File: src/hw/exbr_cfg.svh
// Purpose: constants of the exposure bound and observation register bank
// Assumes: 7-bit register addresses on the four-wire serial port
// Notes: staged bounds reset to their pre-download values
`ifndef EXBR_CFG_SVH
`define EXBR_CFG_SVH

// ==================================================================
// register addresses
`define EXBR_ADDR_SLOW_LO 7'h19
`define EXBR_ADDR_SLOW_HI 7'h1A
`define EXBR_ADDR_FAST_LO 7'h1B
`define EXBR_ADDR_FAST_HI 7'h1C
`define EXBR_ADDR_CEIL_LO 7'h1D
`define EXBR_ADDR_CEIL_HI 7'h1E
`define EXBR_ADDR_FW_REV 7'h1F
`define EXBR_ADDR_OBS 7'h3D
`define EXBR_ADDR_PART_INV 7'h3F
`define EXBR_ADDR_IMAGE 7'h40
`define EXBR_ADDR_MOVE 7'h50
`define EXBR_ADDR_DOWNLOAD 7'h60

// ==================================================================
// reset values
`define EXBR_RST_SLOW_LO 8'hE0
`define EXBR_RST_SLOW_HI 8'h2E
`define EXBR_RST_FAST_LO 8'hAC
`define EXBR_RST_FAST_HI 8'h0D
`define EXBR_RST_CEIL_LO 8'h8C
`define EXBR_RST_CEIL_HI 8'h20
`define EXBR_RST_OBS 8'h00

// ==================================================================
// observation fields
`define EXBR_OBS_RUN 7
`define EXBR_OBS_PD 5
`define EXBR_OBS_TICK_MASK 8'h03
`define EXBR_OBS_STICKY_MASK 8'h23

// ==================================================================
// timing, burst lengths and buffer size
`define EXBR_BUSY_FRAMES 2'd2
`define EXBR_IMAGE_LEN 11'd1500
`define EXBR_MOVE_LEN 11'd7
`define EXBR_FIFO_DEPTH 8
`define EXBR_FIFO_WIDTH 8

`endif

File: src/hw/exbr_pkg.sv
// Purpose: types of the exposure bound and observation register bank
// Assumes: constants come from exbr_cfg.svh
// Notes: one packed struct holds all state of the main module
package exbr_pkg;

  typedef enum logic [2:0] {
    EXBR_IDLE = 3'b001,
    EXBR_ADDR = 3'b010,
    EXBR_DATA = 3'b100
  } exbr_phase_type;

  typedef struct packed {
    logic [1:0] sync_sclk;
    logic [1:0] sync_mosi;
    logic [1:0] sync_ncs;
    logic [1:0] sync_pd;
    logic sclk_d;
    logic pd_d;
    exbr_phase_type phase;
    logic [2:0] bitcnt;
    logic [7:0] shreg;
    logic [7:0] tx;
    logic [6:0] addr;
    logic wr;
    logic [10:0] burst_idx;
    logic miso;
    logic [7:0] slow_lo;
    logic [7:0] slow_hi;
    logic [7:0] fast_lo;
    logic [7:0] fast_hi;
    logic [7:0] ceil_lo;
    logic [7:0] ceil_hi;
    logic [15:0] snap_slow;
    logic [15:0] snap_fast;
    logic [15:0] snap_ceil;
    logic [15:0] app_slow;
    logic [15:0] app_fast;
    logic [15:0] app_ceil;
    logic [1:0] busy_cnt;
    logic [7:0] obs_flags;
    logic in_dl;
    logic dl_err;
    logic dl_ok;
    logic [15:0] exp_out;
    logic [15:0] intv_out;
    logic pix_next;
  } exbr_state_type;

endpackage

File: src/hw/exbr_regs.sv
// Purpose: exposure bound, observation and stream port registers
// Assumes: serial clock is slow enough to be sampled by clk (8 clk per bit)
// Notes: first byte is write flag plus 7-bit address, data follows
//
// Summary of operation
// - new bounds stay pending until slowest write
// - busy output shows bound update in progress
// - bound reads return last written staged value
// - automatic exposure never exceeds the ceiling
// - ceiling also limits automatic frame interval
// - manual mode uses ceiling as exposure time
// - revision reads zero unless running downloaded firmware
// - frame sets observation bits one and zero
// - bit seven shows downloaded firmware running
// - bit five records a powerdown pin pulse
// - complement register returns inverted part code
// - image port streams one and two-thirds frames
// - movement port streams seven motion bytes
// - download port accepts streamed firmware bytes
// - slowest upper write commits all three pairs
// - new bounds take effect after two frames
`timescale 1ns/10ps
`include "exbr_cfg.svh"
module exbr_regs
  import exbr_pkg::*;
#(
  parameter logic [7:0] PART_CODE = 8'h5A // arbitrary value
) (
  input wire logic clk,
  input wire logic rst_n,
  input wire logic ncs_n,
  input wire logic sclk,
  input wire logic mosi,
  output logic miso,
  output logic miso_oe,
  input wire logic powerdown_n,
  input wire logic frame_tick,
  input wire logic auto_exposure_en,
  input wire logic [15:0] auto_exposure_req,
  input wire logic [15:0] interval_req,
  input wire logic fw_running,
  input wire logic [7:0] fw_revision,
  input wire logic [7:0] motion_flags,
  input wire logic [7:0] delta_x,
  input wire logic [7:0] delta_y,
  input wire logic [7:0] surface_quality,
  input wire logic [7:0] brightest_pixel,
  input wire logic [7:0] pixel_byte,
  output logic pixel_next,
  output logic [15:0] exposure_time,
  output logic [15:0] frame_interval,
  output logic bounds_busy,
  output logic [7:0] fw_data,
  output logic fw_valid,
  input wire logic fw_ready
);
  exbr_state_type s;
  exbr_state_type next_s;
  logic rise;
  logic fall;
  logic active;
  logic pd_fall;
  logic [7:0] sh;
  logic addr_done;
  logic data_done;
  logic commit;
  logic push;
  logic push_ready;
  logic fw_ok;
  logic [15:0] lim;

  // ==================================================================
  // helpers
  function automatic logic [15:0] umin(input logic [15:0] a, input logic [15:0] b);
    umin = (a < b) ? a : b;
  endfunction

  function automatic logic [15:0] sat_add(input logic [15:0] a, input logic [15:0] b);
    logic [16:0] sum;
    sum = {1'b0, a} + {1'b0, b};
    sat_add = sum[16] ? 16'hFFFF : sum[15:0];
  endfunction

  function automatic logic is_burst(input logic [6:0] a, input logic w);
    is_burst = w ? (a == `EXBR_ADDR_DOWNLOAD)
                 : (a == `EXBR_ADDR_IMAGE) || (a == `EXBR_ADDR_MOVE);
  endfunction

  function automatic logic [7:0] move_byte(input logic [10:0] idx);
    case (idx)
      11'h000: move_byte = motion_flags;
      11'h001: move_byte = delta_x;
      11'h002: move_byte = delta_y;
      11'h003: move_byte = surface_quality;
      11'h004: move_byte = s.exp_out[15:8];
      11'h005: move_byte = s.exp_out[7:0];
      11'h006: move_byte = brightest_pixel;
      default: move_byte = 8'h00;
    endcase
  endfunction

  function automatic logic [7:0] rd_mux(input logic [6:0] a, input logic [10:0] idx);
    case (a)
      `EXBR_ADDR_SLOW_LO: rd_mux = s.slow_lo;
      `EXBR_ADDR_SLOW_HI: rd_mux = s.slow_hi;
      `EXBR_ADDR_FAST_LO: rd_mux = s.fast_lo;
      `EXBR_ADDR_FAST_HI: rd_mux = s.fast_hi;
      `EXBR_ADDR_CEIL_LO: rd_mux = s.ceil_lo;
      `EXBR_ADDR_CEIL_HI: rd_mux = s.ceil_hi;
      `EXBR_ADDR_FW_REV: rd_mux = fw_ok ? fw_revision : 8'h00;
      `EXBR_ADDR_OBS: rd_mux = s.obs_flags | {fw_ok, 7'h00};
      `EXBR_ADDR_PART_INV: rd_mux = ~PART_CODE;
      `EXBR_ADDR_IMAGE: rd_mux = (idx < `EXBR_IMAGE_LEN) ? pixel_byte : 8'h00;
      `EXBR_ADDR_MOVE: rd_mux = move_byte(idx);
      default: rd_mux = 8'h00;
    endcase
  endfunction

  // ==================================================================
  // outputs
  assign fw_ok = fw_running & s.dl_ok;
  assign miso = s.miso;
  assign miso_oe = ~s.sync_ncs[1];
  assign pixel_next = s.pix_next;
  assign exposure_time = s.exp_out;
  assign frame_interval = s.intv_out;
  assign bounds_busy = (s.busy_cnt != 2'd0);

  // ==================================================================
  // firmware buffer
  // a serial master cannot be stalled, so a full buffer spoils the download
  exbr_fifo #(
    .WIDTH(`EXBR_FIFO_WIDTH),
    .DEPTH(`EXBR_FIFO_DEPTH)
  ) u_fifo (
    .clk(clk),
    .rst_n(rst_n),
    .in_valid(push),
    .in_ready(push_ready),
    .in_data(sh),
    .out_valid(fw_valid),
    .out_ready(fw_ready),
    .out_data(fw_data)
  );

  // ==================================================================
  // next state
  always_comb begin
    next_s = s;
    addr_done = 1'b0;
    data_done = 1'b0;
    commit = 1'b0;
    push = 1'b0;
    next_s.pix_next = 1'b0;
    next_s.sync_sclk = {s.sync_sclk[0], sclk};
    next_s.sync_mosi = {s.sync_mosi[0], mosi};
    next_s.sync_ncs = {s.sync_ncs[0], ncs_n};
    next_s.sync_pd = {s.sync_pd[0], powerdown_n};
    next_s.sclk_d = s.sync_sclk[1];
    next_s.pd_d = s.sync_pd[1];
    rise = s.sync_sclk[1] & ~s.sclk_d;
    fall = ~s.sync_sclk[1] & s.sclk_d;
    active = ~s.sync_ncs[1];
    pd_fall = ~s.sync_pd[1] & s.pd_d;
    sh = {s.shreg[6:0], s.sync_mosi[1]};

    // serial framing
    if (!active) begin
      next_s.phase = EXBR_IDLE;
      next_s.bitcnt = 3'd0;
      if (s.in_dl) begin
        next_s.in_dl = 1'b0;
        next_s.dl_ok = ~s.dl_err;
      end
    end else begin
      case (s.phase)
        EXBR_IDLE: begin
          next_s.phase = EXBR_ADDR;
          next_s.bitcnt = 3'd0;
        end
        EXBR_ADDR, EXBR_DATA: begin
          if (rise) begin
            next_s.shreg = sh;
            next_s.bitcnt = s.bitcnt + 3'd1;
            addr_done = (s.bitcnt == 3'd7) && (s.phase == EXBR_ADDR);
            data_done = (s.bitcnt == 3'd7) && (s.phase == EXBR_DATA);
          end
          if (fall) begin
            next_s.miso = s.tx[7];
            next_s.tx = {s.tx[6:0], 1'b0};
          end
        end
        default: next_s.phase = EXBR_IDLE;
      endcase
    end

    // address byte
    if (addr_done) begin
      next_s.addr = sh[6:0];
      next_s.wr = sh[7];
      next_s.phase = EXBR_DATA;
      next_s.burst_idx = 11'd0;
      if (!sh[7]) begin
        next_s.tx = rd_mux(sh[6:0], 11'd0);
        next_s.pix_next = (sh[6:0] == `EXBR_ADDR_IMAGE);
      end else if (sh[6:0] == `EXBR_ADDR_DOWNLOAD) begin
        next_s.in_dl = 1'b1;
        next_s.dl_err = 1'b0;
        next_s.dl_ok = 1'b0;
      end
    end

    // data byte
    if (data_done) begin
      if (!is_burst(s.addr, s.wr)) begin
        next_s.phase = EXBR_ADDR;
      end
      if (s.wr) begin
        case (s.addr)
          `EXBR_ADDR_SLOW_LO: next_s.slow_lo = sh;
          `EXBR_ADDR_SLOW_HI: begin
            next_s.slow_hi = sh;
            commit = 1'b1;
          end
          `EXBR_ADDR_FAST_LO: next_s.fast_lo = sh;
          `EXBR_ADDR_FAST_HI: next_s.fast_hi = sh;
          `EXBR_ADDR_CEIL_LO: next_s.ceil_lo = sh;
          `EXBR_ADDR_CEIL_HI: next_s.ceil_hi = sh;
          `EXBR_ADDR_OBS: next_s.obs_flags = s.obs_flags & sh & `EXBR_OBS_STICKY_MASK;
          `EXBR_ADDR_DOWNLOAD: begin
            push = s.in_dl;
            if (s.in_dl && !push_ready) begin
              next_s.dl_err = 1'b1;
            end
          end
          default: next_s.wr = s.wr;
        endcase
      end else if (is_burst(s.addr, s.wr)) begin
        next_s.burst_idx = s.burst_idx + 11'd1;
        next_s.tx = rd_mux(s.addr, s.burst_idx + 11'd1);
        next_s.pix_next = (s.addr == `EXBR_ADDR_IMAGE) && (s.burst_idx + 11'd1 < `EXBR_IMAGE_LEN);
      end
    end

    // bound commit, applied two frames later
    if (commit) begin
      next_s.snap_slow = {sh, s.slow_lo};
      next_s.snap_fast = {s.fast_hi, s.fast_lo};
      next_s.snap_ceil = {s.ceil_hi, s.ceil_lo};
      next_s.busy_cnt = `EXBR_BUSY_FRAMES;
    end else if (frame_tick && (s.busy_cnt != 2'd0)) begin
      next_s.busy_cnt = s.busy_cnt - 2'd1;
      if (s.busy_cnt == 2'd1) begin
        next_s.app_slow = s.snap_slow;
        next_s.app_fast = s.snap_fast;
        next_s.app_ceil = s.snap_ceil;
      end
    end

    // sticky flags; a set in the clearing cycle wins
    if (frame_tick) begin
      next_s.obs_flags = next_s.obs_flags | `EXBR_OBS_TICK_MASK;
    end
    if (pd_fall) begin
      next_s.obs_flags[`EXBR_OBS_PD] = 1'b1;
    end

    // exposure and interval selection
    lim = umin(s.app_slow, sat_add(s.app_fast, s.app_ceil));
    next_s.intv_out = umin(interval_req, lim);
    if (next_s.intv_out < s.app_fast) begin
      next_s.intv_out = s.app_fast;
    end
    if (auto_exposure_en) begin
      next_s.exp_out = umin(auto_exposure_req, s.app_ceil);
    end else begin
      next_s.exp_out = s.app_ceil;
    end
  end

  // ==================================================================
  // state register
  always_ff @(posedge clk or negedge rst_n) begin
    if (!rst_n) begin
      s <= '0;
      s.phase <= EXBR_IDLE;
      s.sync_sclk <= 2'b11;
      s.sclk_d <= 1'b1;
      s.sync_ncs <= 2'b11;
      s.sync_pd <= 2'b11;
      s.pd_d <= 1'b1;
      s.slow_lo <= `EXBR_RST_SLOW_LO;
      s.slow_hi <= `EXBR_RST_SLOW_HI;
      s.fast_lo <= `EXBR_RST_FAST_LO;
      s.fast_hi <= `EXBR_RST_FAST_HI;
      s.ceil_lo <= `EXBR_RST_CEIL_LO;
      s.ceil_hi <= `EXBR_RST_CEIL_HI;
      s.app_slow <= {`EXBR_RST_SLOW_HI, `EXBR_RST_SLOW_LO};
      s.app_fast <= {`EXBR_RST_FAST_HI, `EXBR_RST_FAST_LO};
      s.app_ceil <= {`EXBR_RST_CEIL_HI, `EXBR_RST_CEIL_LO};
      s.obs_flags <= `EXBR_RST_OBS;
    end else begin
      s <= next_s;
    end
  end

  // ==================================================================
  // checks
  property p_pending_hold;
    @(posedge clk) disable iff (!rst_n)
    $changed(s.app_ceil) |-> $past(s.busy_cnt) == 2'd1 && $past(frame_tick);
  endproperty
  a_pending_hold: assert property (p_pending_hold) else $error("ceiling applied early");
  property p_commit;
    @(posedge clk) disable iff (!rst_n)
    commit |=> s.busy_cnt == 2'd2 && s.snap_ceil == {s.ceil_hi, s.ceil_lo};
  endproperty
  a_commit: assert property (p_commit) else $error("commit did not stage bounds");
  property p_apply;
    @(posedge clk) disable iff (!rst_n)
    (frame_tick && !commit && s.busy_cnt == 2'd1) |=> s.app_fast == $past(s.snap_fast)
      && !bounds_busy;
  endproperty
  a_apply: assert property (p_apply) else $error("bounds not applied after two frames");
  property p_auto_cap;
    @(posedge clk) disable iff (!rst_n)
    auto_exposure_en |=> s.exp_out <= $past(s.app_ceil);
  endproperty
  a_auto_cap: assert property (p_auto_cap) else $error("exposure above ceiling");
  property p_manual;
    @(posedge clk) disable iff (!rst_n)
    !auto_exposure_en |=> s.exp_out == $past(s.app_ceil);
  endproperty
  a_manual: assert property (p_manual) else $error("manual exposure differs");
  property p_interval;
    @(posedge clk) disable iff (!rst_n)
    $past(s.app_slow) >= $past(s.app_fast) |->
      {1'b0, s.intv_out} <= {1'b0, $past(s.app_fast)} + {1'b0, $past(s.app_ceil)};
  endproperty
  a_interval: assert property (p_interval) else $error("interval beyond ceiling");
  property p_tick_flags;
    @(posedge clk) disable iff (!rst_n)
    frame_tick |=> s.obs_flags[1:0] == 2'b11;
  endproperty
  a_tick_flags: assert property (p_tick_flags) else $error("frame flags not set");
  property p_pd_flag;
    @(posedge clk) disable iff (!rst_n)
    pd_fall |=> s.obs_flags[`EXBR_OBS_PD] ##1 s.obs_flags[`EXBR_OBS_PD] || $past(data_done);
  endproperty
  a_pd_flag: assert property (p_pd_flag) else $error("powerdown pulse lost");

  property p_reserved;
    @(posedge clk) disable iff (!rst_n)
    (s.obs_flags & ~`EXBR_OBS_STICKY_MASK) == 8'h00;
  endproperty
  a_reserved: assert property (p_reserved) else $error("reserved flag set");

  property p_part_inv;
    @(posedge clk) disable iff (!rst_n)
    (addr_done && sh == {1'b0, `EXBR_ADDR_PART_INV}) |=> s.tx == ~PART_CODE;
  endproperty
  a_part_inv: assert property (p_part_inv) else $error("bad part code complement");
endmodule

File: src/hw/exbr_fifo.sv
// Purpose: firmware byte buffer between serial port and loader
// Assumes: DEPTH is a power of two
// Notes: full and empty from pointers with one extra wrap bit
`timescale 1ns/10ps
module exbr_fifo #(
  parameter int WIDTH = 8,
  parameter int DEPTH = 8
) (
  input wire logic clk,
  input wire logic rst_n,
  input wire logic in_valid,
  output logic in_ready,
  input wire logic [WIDTH-1:0] in_data,
  output logic out_valid,
  input wire logic out_ready,
  output logic [WIDTH-1:0] out_data
);
  localparam int AW = $clog2(DEPTH);

  typedef struct packed {
    logic [DEPTH-1:0][WIDTH-1:0] mem;
    logic [AW:0] wp;
    logic [AW:0] rp;
  } exbr_fifo_state_type;

  exbr_fifo_state_type s;
  exbr_fifo_state_type next_s;
  logic [AW:0] fill;

  // ==================================================================
  // flags
  assign fill = s.wp - s.rp;
  assign in_ready = (fill != DEPTH[AW:0]);
  assign out_valid = (fill != '0);
  assign out_data = s.mem[s.rp[AW-1:0]];

  // ==================================================================
  // pointers and storage
  always_comb begin
    next_s = s;
    if (in_valid && in_ready) begin
      next_s.mem[s.wp[AW-1:0]] = in_data;
      next_s.wp = s.wp + 1'b1;
    end
    if (out_valid && out_ready) begin
      next_s.rp = s.rp + 1'b1;
    end
  end

  always_ff @(posedge clk or negedge rst_n) begin
    if (!rst_n) begin
      s <= '0;
    end else begin
      s <= next_s;
    end
  end
endmodule

File: config.mk
export PLATFORM = sky130hd
export DESIGN_NAME = exbr_regs
export DESIGN_NICKNAME = d
export VERILOG_FILES = /design/src/hw/exbr_pkg.sv /design/src/hw/exbr_regs.sv /design/src/hw/exbr_fifo.sv
export VERILOG_INCLUDE_DIRS = /design/src /design/src/hw
export SDC_FILE = /design/constraint.sdc
export NUM_CORES = 1
export LEC_CHECK = 0
export ABC_AREA = 1
export BUFFER_PORTS_ARGS = -buffer_cell sky130_fd_sc_hd__buf_2
export CAP_MARGIN = 20
export CORE_ASPECT_RATIO = 2
export CORE_MARGIN = 2
export CORE_UTILIZATION = 51
export CTS_CLUSTER_SIZE = 14
export DETAILED_ROUTE_END_ITERATION = 10
export GPL_TIMING_DRIVEN = 0
export PLACE_DENSITY = 0.76
export SYNTH_ARGS = -nofsm -noshare
export SYNTH_HDL_FRONTEND = slang
export SYNTH_SLANG_ARGS = --single-unit
export TNS_END_PERCENT = 30
File: constraint.sdc
create_clock -name clk -period 9.27 [get_ports clk]
set_input_delay 1.3905 -clock clk [delete_from_list [all_inputs] [get_ports clk]]
set_output_delay 1.3905 -clock clk [all_outputs]
set_load 0.02 [all_outputs]
* Yosys cells after proc, flatten, opt, wreduce, memory -nomap -nowiden
Index checks and enable logic that the tools add are counted.
** Storage, ports and cells
- Register bits :: 314
- Input bits :: 98
- Word-level logic and storage cells :: 211
** Cells by class
- Multiplexer cells :: 71
- Add/subtract/negate cells :: 7
- Magnitude comparators :: 8
- Reductions and logical operators :: 31
- Bitwise operators :: 12
- Equal/unequal tests :: 37
** Operator list (number)
- 8-bit case mux with 11 select lines :: 2
- 8-bit two-way mux :: 14
- 7-bit by 5-bit == test with 1-bit output (second input constant) :: 14
- 16-bit two-way mux :: 6
- 64-bit bitwise mux :: 1
- 16-bit less-than comparator :: 4
- 8-bit case mux with 7 select lines :: 1
- 7-bit == test (second input constant) :: 6
- 11-bit by 3-bit == test with 1-bit output (second input constant) :: 3
- 11-bit two-way mux :: 3
- 3-bit AND reduction :: 10
- 7-bit by 6-bit == test with 1-bit output (second input constant) :: 4
- 1-bit two-way mux :: 28
- 27-bit two-way mux :: 1
- 8-bit binary-select mux with 3-bit select :: 1
- 8-bit demux with 3-bit select :: 1
- 11-bit by 2-bit == test with 1-bit output (second input constant) :: 2
- 3-bit two-way mux :: 6
- 16-bit by 16-bit adder with 17-bit output :: 1
- 12-bit two-way mux :: 1
- 3-bit case mux with 2 select lines :: 2
- 11-bit by 1-bit adder with 11-bit output (second input constant) :: 1
- 11-bit by 1-bit == test with 1-bit output (second input constant) :: 1
- 11-bit zero test :: 1
- 28 further kinds :: 52

* Longest topological paths before layout
- Depth after elaboration :: 10
- Mapped depth :: 48
- Depth with buffers taken out :: 46

* Cells and area by module
From an unflattened synthesis, not the netlist that was laid out.
** Second synthesis, totals
- Cells, all modules :: 2267
- Area total of the unflattened synthesis :: 17743.3 µm²
** By module, submodules not included
- exbr_regs :: area an instance 13750.7 µm², cells each 1772, seq. area each 5962.0 µm², instances 1
- exbr_fifo :: area an instance 3992.6 µm², cells each 495, seq. area each 1801.7 µm², instances 1

* Least setup slack after synthesis
OpenSTA, ideal clock, no wires.
- Path type :: reg-to-reg
- Start point :: register s[64] (netlist name)
- End point :: register s, in the netlist frame_interval[10]
- Slack :: 2.730 ns
- Cell stages (with the launch flop) :: 42
- Setup time :: 0.066 ns
- Arrival :: 6.475 ns
- Required time :: 9.204 ns
- Buffers on the path :: 4
- Clock period less this slack :: 6.540 ns
- Cell sequence :: dfstp_2 ha_1 nand3_1 and2_1 o221ai_1 nand2_1 a21oi_1 nor2_1 o31ai_1 a21oi_1 o21bai_1 nand2_1 nand2_1 a21oi_1 xnor2_1 nor2_1 ha_1 nand4_1 (+6 left out) ha_1 a21oi_1 or2_2 a21oi_1 a2111oi_0 nand2_2 clkbuf_1 nor2_1 a21oi_1 ha_1 a21oi_1 nor2_1 a211oi_1 o221a_2 buf_2 clkbuf_1 nand3_1 nand2_1
** RTL lines
- from (decl) :: RTL line exbr_regs.sv:57 : exbr_state_type s;
- from (signal assigned) :: RTL line exbr_regs.sv:303 : s <= next_s;

==> impl_metrics.toml <==
[power]
powerDensity_nw_per_um2 = 171
power.total_mw = 3.29
ir_worst_vdd_mv = 0.299
p_leak_nw = 8.75

[floorplanning]
core_area_um2 = 32800
initial_utilization_pct = 51.5
dieArea_um2 = 34700
io_pins = 143
die_x_um = 133
row_count = 94
die_h_um = 262

[placed_design]
postPlaceCellArea_um2 = 18200
gp_congestion = 1.04
dpl.hpwl_um = 47100
io_buffers = 142

[final_layout]
post-route-util_pct = 58.5
fillers = 3047
nets = 2488
final_cell_area_um2 = 19200
n_antenna_cell = 0
final_common_cell = "nand2_1"
final_cell_mix = "470 x nand2_1, 318 x o21ai_0, 277 x inv_1, 263 x dfrtp_1, 182 x nor2_1"
drive_gt1_share_pct = 12.7
syn_to_final_growth_pct = 13.6

[clock_tree]
cts_buffers = 28
h-tree-depth = 1
cts-root-buf = "clkbuf_16"
post_cts_buffers = 0
hold_buffers = 0
cts.sinks = 308
cts_max_path_buffers = 3
clock_latency_ns = 0.56
ctsResizeCount = 0
clk_pin_slew_ns = 0.07
cts_tree = "built"

[sta]
min_period_over_period_pct = 87.8
finClkSkew_ns = 0.0161
whs_ns = 0.355
worst_pin_slew_ns = 1.22
slew_headroom_pct = 18.8
fin_tns_setup_ns = 0
rsz0062_at_grt = "no"
fmax_mhz = 123
hold_violations = 0
min_period_ns = 8.14
setup_viol = 0
drv_slew = 0

[yosys]
synth-xor-area-share_pct = 1.14
synthAdderAreaFrac_pct = 6.63
syn_avg_cell_area_um2 = 7.96
yosysSeqAreaShare_pct = 45.9
synth_top_family_by_area = "simple AND/OR/NAND/NOR gates"
synth_compound_area_share_pct = 17.7
syn_area_um2 = 16900
yosys.area_share.simple_pct = 19.2
syn_inst = 2125
synthesis.nets = 2312
ys_ff_latch = 308
yosys-mux-area-fraction_pct = 0
ys_warn_count = 0
synthDistinctLibCells = 55

[grt]
grt_max_degree = 129
antenna_found_initial = 1
overflow = 0
first_global_vias = 15900
grt_usage_pct = 34.1
grt_first_pass_wirelength_um = 89300

[worst_hold_path]
hold_path.class = "flip-flop to flip-flop"

[outcome]
status = "finished clean"

[setup_path]
max_stage_delay_ns = 0.60
endpoint_kind = "flip-flop"
crit_top_cell = "nand2_1"
crit_slowest_cell = "nor2_1"
worst_ep_arrival_time_ns = 8.63
critical_path_class = "flip-flop to flip-flop"
startpoint_type = "flip-flop"
worstPathMaxFanout = 10
cp.required_ns = 9.76

[drt]
wirelength_um = 58900
num_vias = 15500
drtIter0Drc = 919
routedWlPerCell_um = 21.4
detail-route-antenna-nets = 0
avgViaCountPerCell = 5.64
dr.pass1.iters = 5
drc = 0

[run]
maxCapViolations = 0
## worst max-delay path, delay by kind of cell, from the launching register on
family	cells	cell delay (ns)
and+or+nand+nor	19	2.53
DFF	1	0.44
AOI/OAI and AO/OA	9	1.62
buffers and inverters	7	1.78
adders and majority gates	5	1.68
## registers in the layout, summed over array words and instances (netlist names)
name	count
exposure_time	16
frame_interval	16
miso	1
next_s	6
pixel_next	1
s	196
u_fifo.s	72
## final cells by class
cell class	instances	area (um^2)	share of cell area, %
Buffer	103	522	2.72
Timing Repair Buffer	146	785	4.08
Clock buffer	47	853	4.44
Sequential cell	308	7760	40.4
Clock inverter	5	105	0.547
Multi-Input combinational cell	1429	7570	39.4
Tap cell	432	541	2.81
Inverter	285	1070	5.57
## metrics by stage
stage	cells	setup slack (ns)
global placement	2699	1.28
CTS	2755	1.24
finish	2755	1.13
detailed placement	2703	1.28
global route	2755	0.486
floorplan	2125	2.73
## synth_stat cells (all sizes together)
| cell type | n | area [um^2] |
|---|---|---|
| nand2 | 479 | 1840 |
| o21ai | 319 | 1600 |
| inv | 278 | 1040 |
| dfrtp | 263 | 6580 |
| nor2 | 183 | 694 |
| ha | 88 | 1100 |
| a21oi | 85 | 429 |
| clkbuf | 62 | 233 |
| nand3 | 56 | 285 |
| dfstp | 45 | 1180 |
| buf | 41 | 289 |
| o22ai | 33 | 206 |
| nand4 | 25 | 156 |
| a221oi | 24 | 210 |
| nor3 | 21 | 115 |
| xor2 | 18 | 158 |
| a31oi | 14 | 87.6 |
| nor4 | 14 | 93.8 |
| o2111ai | 9 | 78.8 |
| a211oi | 7 | 52.6 |
| a32oi | 7 | 61.3 |
| clkinv | 7 | 26.3 |
| o211ai | 6 | 45.0 |
| or2 | 6 | 37.5 |
| a32o | 4 | 40.0 |
| xnor2 | 4 | 35.0 |
| a2111oi | 3 | 26.3 |
| and2 | 3 | 18.8 |
| a22o | 2 | 17.5 |
| a311oi | 2 | 17.5 |
| o21bai | 2 | 15.0 |
| o221a | 2 | 22.5 |
| o221ai | 2 | 17.5 |
| o31ai | 2 | 15.0 |
| a21boi | 1 | 7.51 |
| a22oi | 1 | 7.51 |
| a31o | 1 | 8.76 |
| fa | 1 | 20.0 |
| nand3b | 1 | 7.51 |
| nor3b | 1 | 7.51 |
| o2111a | 1 | 11.3 |
| o21a | 1 | 7.51 |
| o311ai | 1 | 8.76 |
## worst paths after layout
check | from | slack (ns) | cells after the start | endpoint
max in group asynchronous | rst_n | 7.46 | 2 | s[82]
worst min-delay path | next_s[239] | 0.36 | 0 | s[239]
worst max register to register | s[46] | 1.13 | 40 | frame_interval[12]
worst min register to register | next_s[239] | 0.36 | 0 | s[239]
worst max-delay path | s[46] | 1.13 | 40 | frame_interval[12]
min in group asynchronous | rst_n | 0.75 | 1 | exposure_time[6]
## metal layers
metal / global-route usage, % / vias to the layer above / wire [um]
met5: 0 / - / 14
met4: 30.5 / 2 / 6340
met3: 4.72 / 244 / 2290
met2: 64.6 / 504 / 31400
met1: 31.3 / 7393 / 18900
li1: - / 7384 / -
## report_power, final
part / leakage, nW / switching (mW) / internal, mW
Clock: 0.457 / 0.503 / 0.708
Combinational: 4.22 / 0.446 / 0.209
Sequential: 4.08 / 0.0331 / 1.39
## logic make-up (layout without fill, tap and decap cells)
kind of cell	Yosys count	count (layout)
buffers and inverters	388	586
AO/OA/AOI/OAI	529	529
XOR/XNOR	22	22
adder cells (fa/ha/maj)	89	89
flip-flops	308	308
AND/OR/NAND/NOR	789	789
(Power assumes the default switching activity.)
